==> src/epc_regs.svh <==
// Purpose: register offsets, field positions, reset values and timing counts
// Assumes: 32-bit Avalon-MM slave with byte addresses, one word per register
// Notes:   definitions only
`ifndef EPC_REGS_SVH
`define EPC_REGS_SVH

// register byte offsets
`define EPC_OFS_CTRL      5'h00
`define EPC_OFS_LINES     5'h04
`define EPC_OFS_FILTER    5'h08
`define EPC_OFS_POSITION  5'h0C
`define EPC_OFS_CPS       5'h10
`define EPC_OFS_SHAFT_A   5'h14

// control field positions
`define EPC_CTRL_MODE_BIT 0
`define EPC_CTRL_SIGN_BIT 1

// reset values
`define EPC_CTRL_RST      2'h0
`define EPC_LINES_RST     16'h0400
`define EPC_FILTER_RST    4'h4

// line setting limits
`define EPC_LINES_MIN     16'h000A
`define EPC_LINES_MAX     16'h1388

// speed fraction bits and timing
`define EPC_FRAC_BITS     8
`define EPC_CLK_HZ        200000000
`define EPC_GATE_TIME_MS  1000

`endif

==> src/epc_pkg.sv <==
// Purpose: shared types of the encoder pulse counter
// Assumes: constants live in epc_regs.svh
// Notes:   bus request and answer travel as packed structs
`default_nettype none
package epc_pkg;

    // counting mode selection
    typedef enum logic {
        EPC_MODE_PULSE = 1'b0,
        EPC_MODE_QUAD  = 1'b1
    } epc_mode_t;

    // divider and filter sequencing
    typedef enum logic [1:0] {
        EPC_DIV_IDLE = 2'b00,
        EPC_DIV_RUN  = 2'b01,
        EPC_DIV_FILT = 2'b10
    } epc_div_state_t;

    // avalon request from the master
    typedef struct packed {
        logic        read;
        logic        write;
        logic [4:0]  address;
        logic [31:0] writedata;
        logic [3:0]  byteenable;
    } epc_avs_req_t;

    // avalon answer to the master
    typedef struct packed {
        logic [31:0] readdata;
        logic        waitrequest;
    } epc_avs_rsp_t;

endpackage
`default_nettype wire

==> src/epc_sync.sv <==
// Purpose: two-stage synchroniser for pins outside the clock domain
// Assumes: inputs are asynchronous levels
// Notes:   the first stage feeds only the second stage
`default_nettype none
`timescale 1ns/1ps
module epc_sync #(
    parameter int WIDTH = 2
) (
    // clock and reset
    input  wire logic             sys_clk_in,
    input  wire logic             rst_n_in,
    // asynchronous levels in, synchronised levels out
    input  wire logic [WIDTH-1:0] async_in,
    output logic      [WIDTH-1:0] sync_out
);

    logic [WIDTH-1:0] meta_reg;

    // two flops; metastability settles in the first
    always_ff @(posedge sys_clk_in or negedge rst_n_in) begin
        if (!rst_n_in) begin
            meta_reg <= '0;
            sync_out <= '0;
        end else begin
            meta_reg <= async_in;
            sync_out <= meta_reg;
        end
    end

endmodule // epc_sync
`default_nettype wire

==> src/epc_counter.sv <==
// Purpose: encoder position counter and filtered shaft speed with Avalon-MM registers
// Assumes: 200 MHz sys_clk_in, encoder pins asynchronous to it
// Notes:   speed in hertz with 8 fraction bits, refreshed once per gate window
//
// Chosen here: the Avalon-MM interface to the registers and the address map.
`default_nettype none
`timescale 1ns/1ps
`include "epc_regs.svh"

module epc_counter #(
    parameter int GATE_CYCLES    = (`EPC_CLK_HZ / 1000) * `EPC_GATE_TIME_MS,
    parameter bit OPTION_CHANNEL = 1'b0
) (
    // clock and reset
    input  wire logic                  sys_clk_in,
    input  wire logic                  rst_n_in,
    // encoder pins
    input  wire logic                  pulse_input_pin_in,
    input  wire logic                  direction_input_pin_in,
    // register bus
    input  wire epc_pkg::epc_avs_req_t avs_req_in,
    output epc_pkg::epc_avs_rsp_t      avs_rsp_out,
    // measurements
    output logic [31:0]                position_out,
    output logic [31:0]                shaft_a_out
);

    localparam logic [27:0] GATE_LAST = 28'(GATE_CYCLES - 1);

    logic [1:0]                    pins_sync;
    logic                          a_prev_reg;
    logic                          b_prev_reg;
    logic [1:0]                    ctrl_reg;
    logic [15:0]                   lines_reg;
    logic [3:0]                    filt_time_reg;
    logic [31:0]                   pos_reg;
    logic [31:0]                   win_reg;
    logic [31:0]                   cps_reg;
    logic [27:0]                   gate_reg;
    epc_pkg::epc_div_state_t       div_state_reg;
    logic [5:0]                    div_cnt_reg;
    logic [31:0]                   quo_reg;
    logic [15:0]                   rem_reg;
    logic                          neg_reg;
    logic [31:0]                   filt_reg;
    logic                          ack_reg;
    logic [31:0]                   rdata_reg;
    logic [1:0]                    prime_reg;

    // two-stage synchroniser on both pins
    epc_sync #(
        .WIDTH    (2)
    ) u_sync (
        .sys_clk_in (sys_clk_in),
        .rst_n_in   (rst_n_in),
        .async_in   ({pulse_input_pin_in, direction_input_pin_in}),
        .sync_out   (pins_sync)
    );

    wire a_now = pins_sync[1];
    wire b_now = pins_sync[0];

    // edges count only once both sync stages and the prev flops hold real levels,
    // so a shaft parked with a phase high gives no false step after reset
    wire primed = (prime_reg == 2'h3);

    // mode; the option-card channel cannot run pulse counting
    wire epc_pkg::epc_mode_t mode = (OPTION_CHANNEL || ctrl_reg[`EPC_CTRL_MODE_BIT])
                                    ? epc_pkg::EPC_MODE_QUAD
                                    : epc_pkg::EPC_MODE_PULSE;
    wire invert = ctrl_reg[`EPC_CTRL_SIGN_BIT];

    // pulse/direction event decode
    wire rise_evt  = primed && a_now && !a_prev_reg;
    wire pulse_evt = (mode == epc_pkg::EPC_MODE_PULSE) && rise_evt;
    wire pulse_up  = b_now;

    // quadrature decode; a double change is a glitch and is dropped
    wire a_chg    = primed && (a_now ^ a_prev_reg);
    wire b_chg    = primed && (b_now ^ b_prev_reg);
    wire quad_evt = (mode == epc_pkg::EPC_MODE_QUAD) && (a_chg ^ b_chg);
    wire quad_up  = a_now ^ b_prev_reg;

    // one signed step per event, sign bit flips direction
    wire count_evt = pulse_evt || quad_evt;
    wire raw_up    = pulse_evt ? pulse_up : quad_up;
    wire step_up   = raw_up ^ invert;
    wire [31:0] step = step_up ? 32'h0000_0001 : 32'hFFFF_FFFF;

    // gate window closes once per second at the default gate
    wire gate_tick = (gate_reg == GATE_LAST);
    wire [31:0] win_evt = count_evt ? win_reg + step : win_reg;

    // position and per-window accumulator
    always_ff @(posedge sys_clk_in or negedge rst_n_in) begin
        if (!rst_n_in) begin
            a_prev_reg <= 1'b0;
            b_prev_reg <= 1'b0;
            prime_reg  <= 2'h0;
            pos_reg    <= 32'h0000_0000;
            win_reg    <= 32'h0000_0000;
            cps_reg    <= 32'h0000_0000;
            gate_reg   <= 28'h0000000;
        end else begin
            a_prev_reg <= a_now;
            b_prev_reg <= b_now;
            if (!primed) begin
                prime_reg <= prime_reg + 2'h1;
            end
            if (count_evt) begin
                pos_reg <= pos_reg + step;
            end
            gate_reg <= gate_tick ? 28'h0000000 : gate_reg + 28'h0000001;
            win_reg  <= gate_tick ? 32'h0000_0000 : win_evt;
            if (gate_tick) begin
                cps_reg <= win_evt;
            end
        end
    end

    // divisor is lines, or four times lines in quadrature
    wire [15:0] divisor = (mode == epc_pkg::EPC_MODE_QUAD) ? {lines_reg[13:0], 2'b00}
                                                           : lines_reg;
    // magnitude of the window count, fraction bits appended; limited to 2^24 counts
    wire [31:0] win_mag  = win_evt[31] ? 32'(-win_evt) : win_evt;
    wire [31:0] numer    = {win_mag[23:0], 8'h00};
    wire [15:0] rem_sh   = {rem_reg[14:0], quo_reg[31]};
    wire        sub_ok   = rem_sh >= divisor;
    wire [31:0] raw_spd  = neg_reg ? 32'(-quo_reg) : quo_reg;
    wire [31:0] filt_dif = raw_spd - filt_reg;
    wire [31:0] filt_inc = 32'($signed(filt_dif) >>> filt_time_reg);

    // restoring divider then first-order lag filter, one pass per window
    always_ff @(posedge sys_clk_in or negedge rst_n_in) begin
        if (!rst_n_in) begin
            div_state_reg <= epc_pkg::EPC_DIV_IDLE;
            div_cnt_reg   <= 6'h00;
            quo_reg       <= 32'h0000_0000;
            rem_reg       <= 16'h0000;
            neg_reg       <= 1'b0;
            filt_reg      <= 32'h0000_0000;
        end else begin
            unique case (div_state_reg)
                epc_pkg::EPC_DIV_IDLE: begin
                    if (gate_tick) begin
                        quo_reg       <= numer;
                        rem_reg       <= 16'h0000;
                        neg_reg       <= win_evt[31];
                        div_cnt_reg   <= 6'h00;
                        div_state_reg <= epc_pkg::EPC_DIV_RUN;
                    end
                end
                epc_pkg::EPC_DIV_RUN: begin
                    rem_reg     <= sub_ok ? rem_sh - divisor : rem_sh;
                    quo_reg     <= {quo_reg[30:0], sub_ok};
                    div_cnt_reg <= div_cnt_reg + 6'h01;
                    if (div_cnt_reg == 6'h1F) begin
                        div_state_reg <= epc_pkg::EPC_DIV_FILT;
                    end
                end
                epc_pkg::EPC_DIV_FILT: begin
                    filt_reg      <= filt_reg + filt_inc;
                    div_state_reg <= epc_pkg::EPC_DIV_IDLE;
                end
                default: begin
                    div_state_reg <= epc_pkg::EPC_DIV_IDLE;
                end
            endcase
        end
    end

    // bus decode; one wait cycle on every access
    wire        acc      = avs_req_in.read || avs_req_in.write;
    wire        wait_req = acc && !ack_reg;
    wire        wr_take  = avs_req_in.write && ack_reg;
    wire [4:0]  addr     = avs_req_in.address;
    wire [31:0] be_mask  = {{8{avs_req_in.byteenable[3]}}, {8{avs_req_in.byteenable[2]}},
                            {8{avs_req_in.byteenable[1]}}, {8{avs_req_in.byteenable[0]}}};
    wire [31:0] wdata    = avs_req_in.writedata & be_mask;
    wire        wr_ctrl  = wr_take && (addr == `EPC_OFS_CTRL);
    wire        wr_lines = wr_take && (addr == `EPC_OFS_LINES);
    wire        wr_filt  = wr_take && (addr == `EPC_OFS_FILTER);

    // merged and clamped line setting
    wire [15:0] lines_m = (lines_reg & ~be_mask[15:0]) | wdata[15:0];
    wire [15:0] lines_c = (lines_m < `EPC_LINES_MIN) ? `EPC_LINES_MIN :
                          (lines_m > `EPC_LINES_MAX) ? `EPC_LINES_MAX : lines_m;
    wire [1:0]  ctrl_m  = (ctrl_reg & ~be_mask[1:0]) | wdata[1:0];
    wire [3:0]  filt_m  = (filt_time_reg & ~be_mask[3:0]) | wdata[3:0];

    // read selection; unmapped addresses read zero
    wire [31:0] rd_sel =
        (addr == `EPC_OFS_CTRL)     ? {30'h0, ctrl_reg}        :
        (addr == `EPC_OFS_LINES)    ? {16'h0000, lines_reg}    :
        (addr == `EPC_OFS_FILTER)   ? {28'h0000000, filt_time_reg} :
        (addr == `EPC_OFS_POSITION) ? pos_reg                  :
        (addr == `EPC_OFS_CPS)      ? cps_reg                  :
        (addr == `EPC_OFS_SHAFT_A)  ? filt_reg                 : 32'h0000_0000;

    // registers and answer timing
    always_ff @(posedge sys_clk_in or negedge rst_n_in) begin
        if (!rst_n_in) begin
            ack_reg       <= 1'b0;
            rdata_reg     <= 32'h0000_0000;
            ctrl_reg      <= `EPC_CTRL_RST;
            lines_reg     <= `EPC_LINES_RST;
            filt_time_reg <= `EPC_FILTER_RST;
        end else begin
            ack_reg <= wait_req;
            if (avs_req_in.read && !ack_reg) begin
                rdata_reg <= rd_sel;
            end
            if (wr_ctrl) begin
                ctrl_reg <= ctrl_m;
            end
            if (wr_lines) begin
                lines_reg <= lines_c;
            end
            if (wr_filt) begin
                filt_time_reg <= filt_m;
            end
        end
    end

    // outputs
    assign avs_rsp_out.readdata    = rdata_reg;
    assign avs_rsp_out.waitrequest = wait_req;
    assign position_out            = pos_reg;
    assign shaft_a_out             = filt_reg;
endmodule // epc_counter
`default_nettype wire

==> config.mk <==
export PLATFORM = sky130hd
export DESIGN_NAME = epc_counter
export DESIGN_NICKNAME = d
export VERILOG_FILES = /design/src/epc_pkg.sv /design/src/epc_sync.sv /design/src/epc_counter.sv
export VERILOG_INCLUDE_DIRS = /design/src
export SDC_FILE = /design/constraint.sdc
export NUM_CORES = 1
export LEC_CHECK = 0
export BUFFER_PORTS_ARGS = -buffer_cell sky130_fd_sc_hd__buf_2
export CAP_MARGIN = 20
export CORE_UTILIZATION = 40
export DETAILED_ROUTE_END_ITERATION = 6
export PLACE_DENSITY = 0.69
export SKIP_CTS_REPAIR_TIMING = 1
export SYNTH_ARGS = -nofsm -noshare
export SYNTH_HDL_FRONTEND = slang
export SYNTH_SLANG_ARGS = --single-unit
==> constraint.sdc <==
create_clock -name sys_clk_in -period 17 [get_ports sys_clk_in]
set_input_delay 3.4 -clock sys_clk_in [delete_from_list [all_inputs] [get_ports sys_clk_in]]
set_output_delay 3.4 -clock sys_clk_in [all_outputs]
set_load 0.1 [all_outputs]
==> flow_summary_export.csv, run 1 <==
group,metric,value,unit
run_status,outcome,"finished, violations left",
run_status,violations,"DRC",
detailed_routing,drc,11,
yosys,muxShareOfSynthArea,0.0479,
grt,grt.total_usage,0.232,
timing,finalCritPeriodShare,0.524,
floorplan,die_w,234,um
grt,grt_pass1_vias,18400,
floorplan,core,52800,um2
grt,gr-total-overflow,0,
placed_design,pre_cts_ws,8.35,ns
yosys,synth_top_family_by_area,"compound AO/OA/AOI/OAI gates",
worst_setup_path,cp_slowest_stage_delay,0.60,ns
worst_setup_path,crit_required,17.47,ns
yosys,yosysUniqueCellTypes,90,
cts,numCtsBuffers,35,
yosys,netlist.area_leader.share,0.318,
yosys,ys_seq_area_frac,0.321,
floorplan,fp.dieH,234,um
job,max-cap-violations,0,
pwr,cellPowerDensity,141,nW/um2
grt,antenna_found_initial,0,
timing,setup_ws,8.09,ns
cts,clk_pin_slew,0.06,ns
final_layout,layout.nets,2853,
pwr,ir_drop,0.000165,V
yosys,synth-adder-area-share,0.0880,
worst_setup_path,cp.arrival,9.38,ns
worst_setup_path,slowest_stage,"xor2_1",
timing,worstMarginPinSlew,1.03,ns
yosys,syn_nets,2787,
cts,clock_latency,0.56,ns
detailed_routing,drt_pass1_iterations,7,
detailed_routing,avgRoutedWirePerCell,19.1,um
yosys,netlist_area,21500,um2
floorplan,die_area,54600,um2
hold_path,hold_path_class,"reg2reg",
yosys,yosys_warnings,0,
floorplan,ios,144,
cts,numClockSinks,275,
timing,hold_viol,0,
yosys,synthCells,2592,
yosys,ys_top_cells_by_area,"dfrtp_1 (32%), ha_1 (8.3%), o21ai_0 (6.1%)",
yosys,synth-seq-cells,275,
worst_setup_path,criticalPathCategory,"reg2reg",
yosys,ys.flop_type,"dfrtp_1",
timing,rsz0062_at_grt,"false",
worst_setup_path,worstSetupEndpointType,"flop",
yosys,synth_simple_gate_area_frac,0.170,
final_layout,fin_util,0.454,
placed_design,io_buffers,125,
final_layout,drive_gt1_frac,0.101,
final_layout,area_growth,11.5,%
timing,fin_worst_skew,0.0215,ns
timing,relSlewSlack,0.314,
cts,cts.htree.levels,2,
worst_setup_path,startpoint_type,"flop",
cts,cts_tree,"yes",
placed_design,place_congestion,0.959,
detailed_routing,drt_iter0_markers,1366,
floorplan,initial_utilization,0.407,
yosys,synth_xor_xnor_area_share,0.0782,
timing,maxSlewViolCount,0,
detailed_routing,routed_wl,64.5,mm
placed_design,dp.final_hpwl,48.4,mm
detailed_routing,vias_per_cell,5.91,
floorplan,rows,84,
cts,root_buffer,"clkbuf_16",
detailed_routing,routed-via-count,19900,
yosys,synth_area_leader_cell,"dfrtp_1",
timing,fin_crit,8.91,ns
pwr,leakage,11.1,nW
timing,tns,0,ns
timing,fin_hold_ws,0.358,ns
yosys,synth_async_sr_flop_share,1.00,
grt,grt_max_degree,104,
cts,clock_tree.buffer_depth,3,
timing,clock.fmax,112,MHz
pwr,fin_total_pwr,3.38,mW
timing,setup_viol,0,
worst_setup_path,cp_common_cell,"a21o_1",
worst_setup_path,worstPathMaxFanout,9,
detailed_routing,drtAntennaViolNets,0,
yosys,synth_edf_count,0,
grt,grt_pass1_wl,100,mm
yosys,synth_compound_area_frac,0.257,
yosys,avgSynthCellArea,8.28,um2
[synth_stat cells, drive strengths merged, types with 7 or more instances]
cell / instances
nand2: 325
o21ai: 274
dfrtp: 273
a21oi: 222
nor2: 198
ha: 143
xnor2: 118
clkbuf: 104
inv: 90
mux2i: 78
a21o: 74
xor2: 72
nand3: 61
a22o: 46
a22oi: 39
nor3: 35
o31ai: 30
nand4: 29
and2: 24
nand2b: 22
a211oi: 20
buf: 20
or3: 20
a31oi: 19
mux2: 18
nor4: 16
a221oi: 15
and3: 15
o21a: 15
nor2b: 14
o41ai: 13
a21boi: 12
o211ai: 12
o21bai: 10
or4: 9
a2111oi: 8
a211o: 8
and4: 7
o31a: 7
or2: 7
[power breakdown]
group          internal, mW  total, mW  switching (mW)
logic                 0.567       1.75            1.18
clock network         0.442      0.754           0.311
registers             0.748      0.879           0.131
total                  1.76       3.38            1.63
[path summary, 6_finish.rpt]
path	start	to	slack, ns	depth (start not counted)
max	quo_reg[0]	shaft_a_out[31]	8.09	35
min	u_sync.meta_reg[0]	u_sync.sync_out[0]	0.36	0
max reg2reg	quo_reg[0]	shaft_a_out[31]	8.09	35
min reg2reg	u_sync.meta_reg[0]	u_sync.sync_out[0]	0.36	0
max in group asynchronous	rst_n_in	shaft_a_out[16]	11.88	3
min in group asynchronous	rst_n_in	gate_reg[5]	2.85	1
[final cells by class]
| type | count | area (um2) |
|---|---|---|
| fillers | 5144 | 28800 |
| multi-input cells | 2100 | 13800 |
| flip-flops and latches | 275 | 6880 |
| clock buffers | 47 | 982 |
| repair buffers | 153 | 873 |
| well taps | 688 | 861 |
| inverters | 93 | 349 |
| clock inverters | 15 | 181 |
| diodes | 1 | 2.50 |
[routing by layer]
| metal | vias up | share of wire | track usage |
|---|---|---|---|
| met5 | - | 0 | 0 |
| met4 | 0 | 0.039 | 0.0946 |
| met3 | 154 | 0.058 | 0.0403 |
| met2 | 635 | 0.47 | 0.377 |
| met1 | 9584 | 0.43 | 0.304 |
| li1 | 9562 | - | - |
[layout by cell type, fill, tap and decap left out, types with 15 or more instances in the layout]
cell type  count
and3_1        15
a211oi_1      20
o21ai_0      261
buf_4         25
xor2_1        72
buf_2        124
nor2_1       196
a22oi_1       39
inv_1         88
and2_1        23
ha_1         143
nand3_1       61
a21oi_1      221
mux2_2        18
nand4_1       29
nor3_1        32
o31ai_1       28
nor4_1        16
nand2b_1      20
clkbuf_16     36
a21o_1        74
xnor2_1      116
mux2i_1       78
or3_1         18
dfrtp_1      273
nand2_1      325
a31oi_1       18
a22o_1        46
[kinds of logic (layout without fill, tap and decap cells)]
| family | Yosys count | count (layout) |
|---|---|---|
| multiplexers | 98 | 98 |
| buffers and inverters | 217 | 308 |
| XOR/XNOR | 190 | 190 |
| adder cells (fa/ha/maj) | 148 | 148 |
| other | 0 | 1 |
| flip-flops | 275 | 275 |
| AND/OR/NAND/NOR | 796 | 796 |
| AO/OA/AOI/OAI | 868 | 868 |
[through the flow]
| stage | instances | instance area, um2 |
|---|---|---|
| 5_1_grt | 3371 | 23900 |
| 3_5_place_dp | 3306 | 22700 |
| 4_1_cts | 3368 | 23900 |
| 3_3_place_gp | 3306 | 22700 |
| 2_1_floorplan | 2592 | 21500 |
| 6_report | 3372 | 23900 |
[worst max-delay path, delay by kind of cell, from the launching register on]
| family | cells | cell delay [ns] |
|---|---|---|
| AO/OA/AOI/OAI | 16 | 3.98 |
| buffers and inverters | 1 | 0.14 |
| flip-flops | 1 | 0.40 |
| multiplexers | 1 | 0.18 |
| adder cells (fa/ha/maj) | 3 | 0.87 |
| XOR/XNOR | 4 | 1.06 |
| AND/OR/NAND/NOR | 10 | 2.18 |
(Power assumes the default switching activity.)
==> run 2: changes to the inputs <==
PLACE_DENSITY = 0.71   (was 0.69)
clock period = 7.5 ns   (was 17 ns; I/O delays follow)
==> flow_summary_export.csv, run 2 (same netlist as run 1, synthesis figures left out) <==
group,metric,value,unit
final_layout,final_common_cell,"nand2_1",
placed_design,dp.final_hpwl,49.8,mm
grt,grt_pass1_wl,104,mm
cts,clock_tree.buffer_depth,3,
cts,numClockSinks,275,
grt,antenna_found_initial,0,
cts,clock_latency,0.56,ns
pwr,ir_drop,0.000329,V
cts,cts.htree.levels,2,
worst_setup_path,slowest_stage,"dfrtp_1",
grt,grt_pass1_vias,19300,
worst_setup_path,cp_common_cell,"buf_4",
final_layout,area_growth,18.1,%
placed_design,io_buffers,125,
grt,gr-total-overflow,0,
worst_setup_path,cp.arrival,7.79,ns
timing,worstMarginPinSlew,1.03,ns
floorplan,initial_utilization,0.407,
job,max-cap-violations,0,
floorplan,ios,144,
detailed_routing,drc,10,
floorplan,die_w,234,um
grt,gr-usage-met2,0.396,
detailed_routing,vias_per_cell,5.89,
final_layout,layout.nets,2962,
grt,grt_max_degree,174,
cts,cts_tree,"yes",
grt,top_usage_layer,"met2",
detailed_routing,routed-via-count,20500,
timing,setup_viol,0,
pwr,power.internal,4.26,mW
timing,maxSlewViolCount,0,
final_layout,drive_gt1_frac,0.164,
final_layout,n_fill_cell,5002,
floorplan,rows,84,
detailed_routing,drt_pass1_iterations,7,
final_layout,layout_common_cells,"nand2_1 (322), dfrtp_1 (273), o21ai_0 (250)",
floorplan,core,52800,um2
pwr,switching_power,3.72,mW
timing,hold_viol,0,
floorplan,fp.dieH,234,um
final_layout,design_area,25400,um2
detailed_routing,drtAntennaViolNets,0,
timing,finalCritPeriodShare,0.981,
floorplan,die_area,54600,um2
run_status,violations,"DRC",
cts,numCtsBuffers,35,
worst_setup_path,startpoint_type,"flop",
worst_setup_path,worstSetupEndpointType,"flop",
pwr,leakage,11.8,nW
worst_setup_path,cp_slowest_stage_delay,0.39,ns
placed_design,placed_area,23500,um2
timing,relSlewSlack,0.311,
grt,use_met3,0.0294,
detailed_routing,drt_iter0_markers,1705,
timing,fin_hold_ws,0.362,ns
cts,root_buffer,"clkbuf_16",
detailed_routing,routed_wl,67.1,mm
grt,grt.total_usage,0.241,
worst_setup_path,ff2ff_path_depth,35,
run_status,outcome,"finished, violations left",
hold_path,hold_path_class,"reg2reg",
pwr,p_seq_frac,0.248,
worst_setup_path,criticalPathCategory,"reg2reg",
placed_design,place_congestion,0.948,
pwr,cellPowerDensity,315,nW/um2
timing,fin_worst_skew,0.0227,ns
worst_setup_path,crit_required,7.93,ns
grt,use_met1,0.322,
timing,rsz0062_at_grt,"true",
worst_setup_path,worstPathMaxFanout,5,
hold_path,hold_depth,0,
timing,clock.fmax,136,MHz
final_layout,diodes,0,
pwr,pwr-share-clk,0.241,
cts,clk_pin_slew,0.06,ns
timing,fin_crit,7.36,ns
pwr,combPwrFrac,0.510,
detailed_routing,avgRoutedWirePerCell,19.3,um
pwr,p_sw_frac,0.466,
run 2: changes by cell type in the layout (fill, tap and decap cells not counted), sizes merged:
cell | previous run | this run
buf | 152 | 262
bufinv | 2 | 8
clkinvlp | 5 | 0
clkbuf | 48 | 44
clkinv | 9 | 12
diode | 1 | 0
run 2: final cells by class:
cell class	instances	area, um2	area share
clock inverters	19	343	0.0135
repair buffers	262	1700	0.0672
inverters	93	349	0.0138
flip-flops and latches	275	6880	0.272
multi-input cells	2100	14200	0.561
well taps	688	861	0.0340
clock buffers	44	981	0.0387
run 2: worst max-delay path: cells and delay by family, from the launching register on:
family,cells,cell delay [ns]
compound gates,12,2.75
xor+xnor,3,0.51
fa+ha+maj,3,0.70
buf+inv,5,0.67
flops,1,0.39
mux,2,0.48
simple gates,10,1.74
run 2: path summary, 6_finish.rpt:
kind	startpoint	to	slack (ns)
max	quo_reg[0]	shaft_a_out[27]	0.14
min	u_sync.meta_reg[0]	u_sync.sync_out[0]	0.36
max reg2reg	quo_reg[0]	shaft_a_out[27]	0.14
min reg2reg	u_sync.meta_reg[0]	u_sync.sync_out[0]	0.36
max in group asynchronous	rst_n_in	shaft_a_out[15]	5.08
min in group asynchronous	rst_n_in	gate_reg[16]	0.96
run 2: through the flow:
| stage | setup WS (ns) | total power [mW] | TNS (ns) | utilization | std cells |
|---|---|---|---|---|---|
| 2_1_floorplan | 0.0640 | 5.01 | 0 | - | 2592 |
| 3_3_place_gp | -0.156 | 5.87 | -0.516 | 0.446 | 3409 |
| 3_5_place_dp | -0.243 | 5.99 | -1.08 | 0.446 | 3410 |
| 4_1_cts | -0.313 | 7.95 | -1.42 | 0.471 | 3473 |
| 5_1_grt | -0.201 | 8.45 | -1.05 | 0.481 | 3481 |
| 6_report | 0.144 | 7.99 | 0 | 0.481 | 3481 |
run 2: power groups by stage:
stage	Clock, mW	Sequential [mW]	Combinational (mW)
finish	1.93	1.98	4.07
global route	2.02	2.00	4.43
CTS	1.97	1.98	4.01
detailed placement	0	2.00	3.99
global placement	0	1.99	3.88
floorplan	0	2.60	2.40
run 2: metal layers:
metal	vias to the layer above	part of all wire
li1	9770	-
met1	9925	0.44
met2	659	0.47
met3	138	0.054
met4	0	0.035
met5	-	0
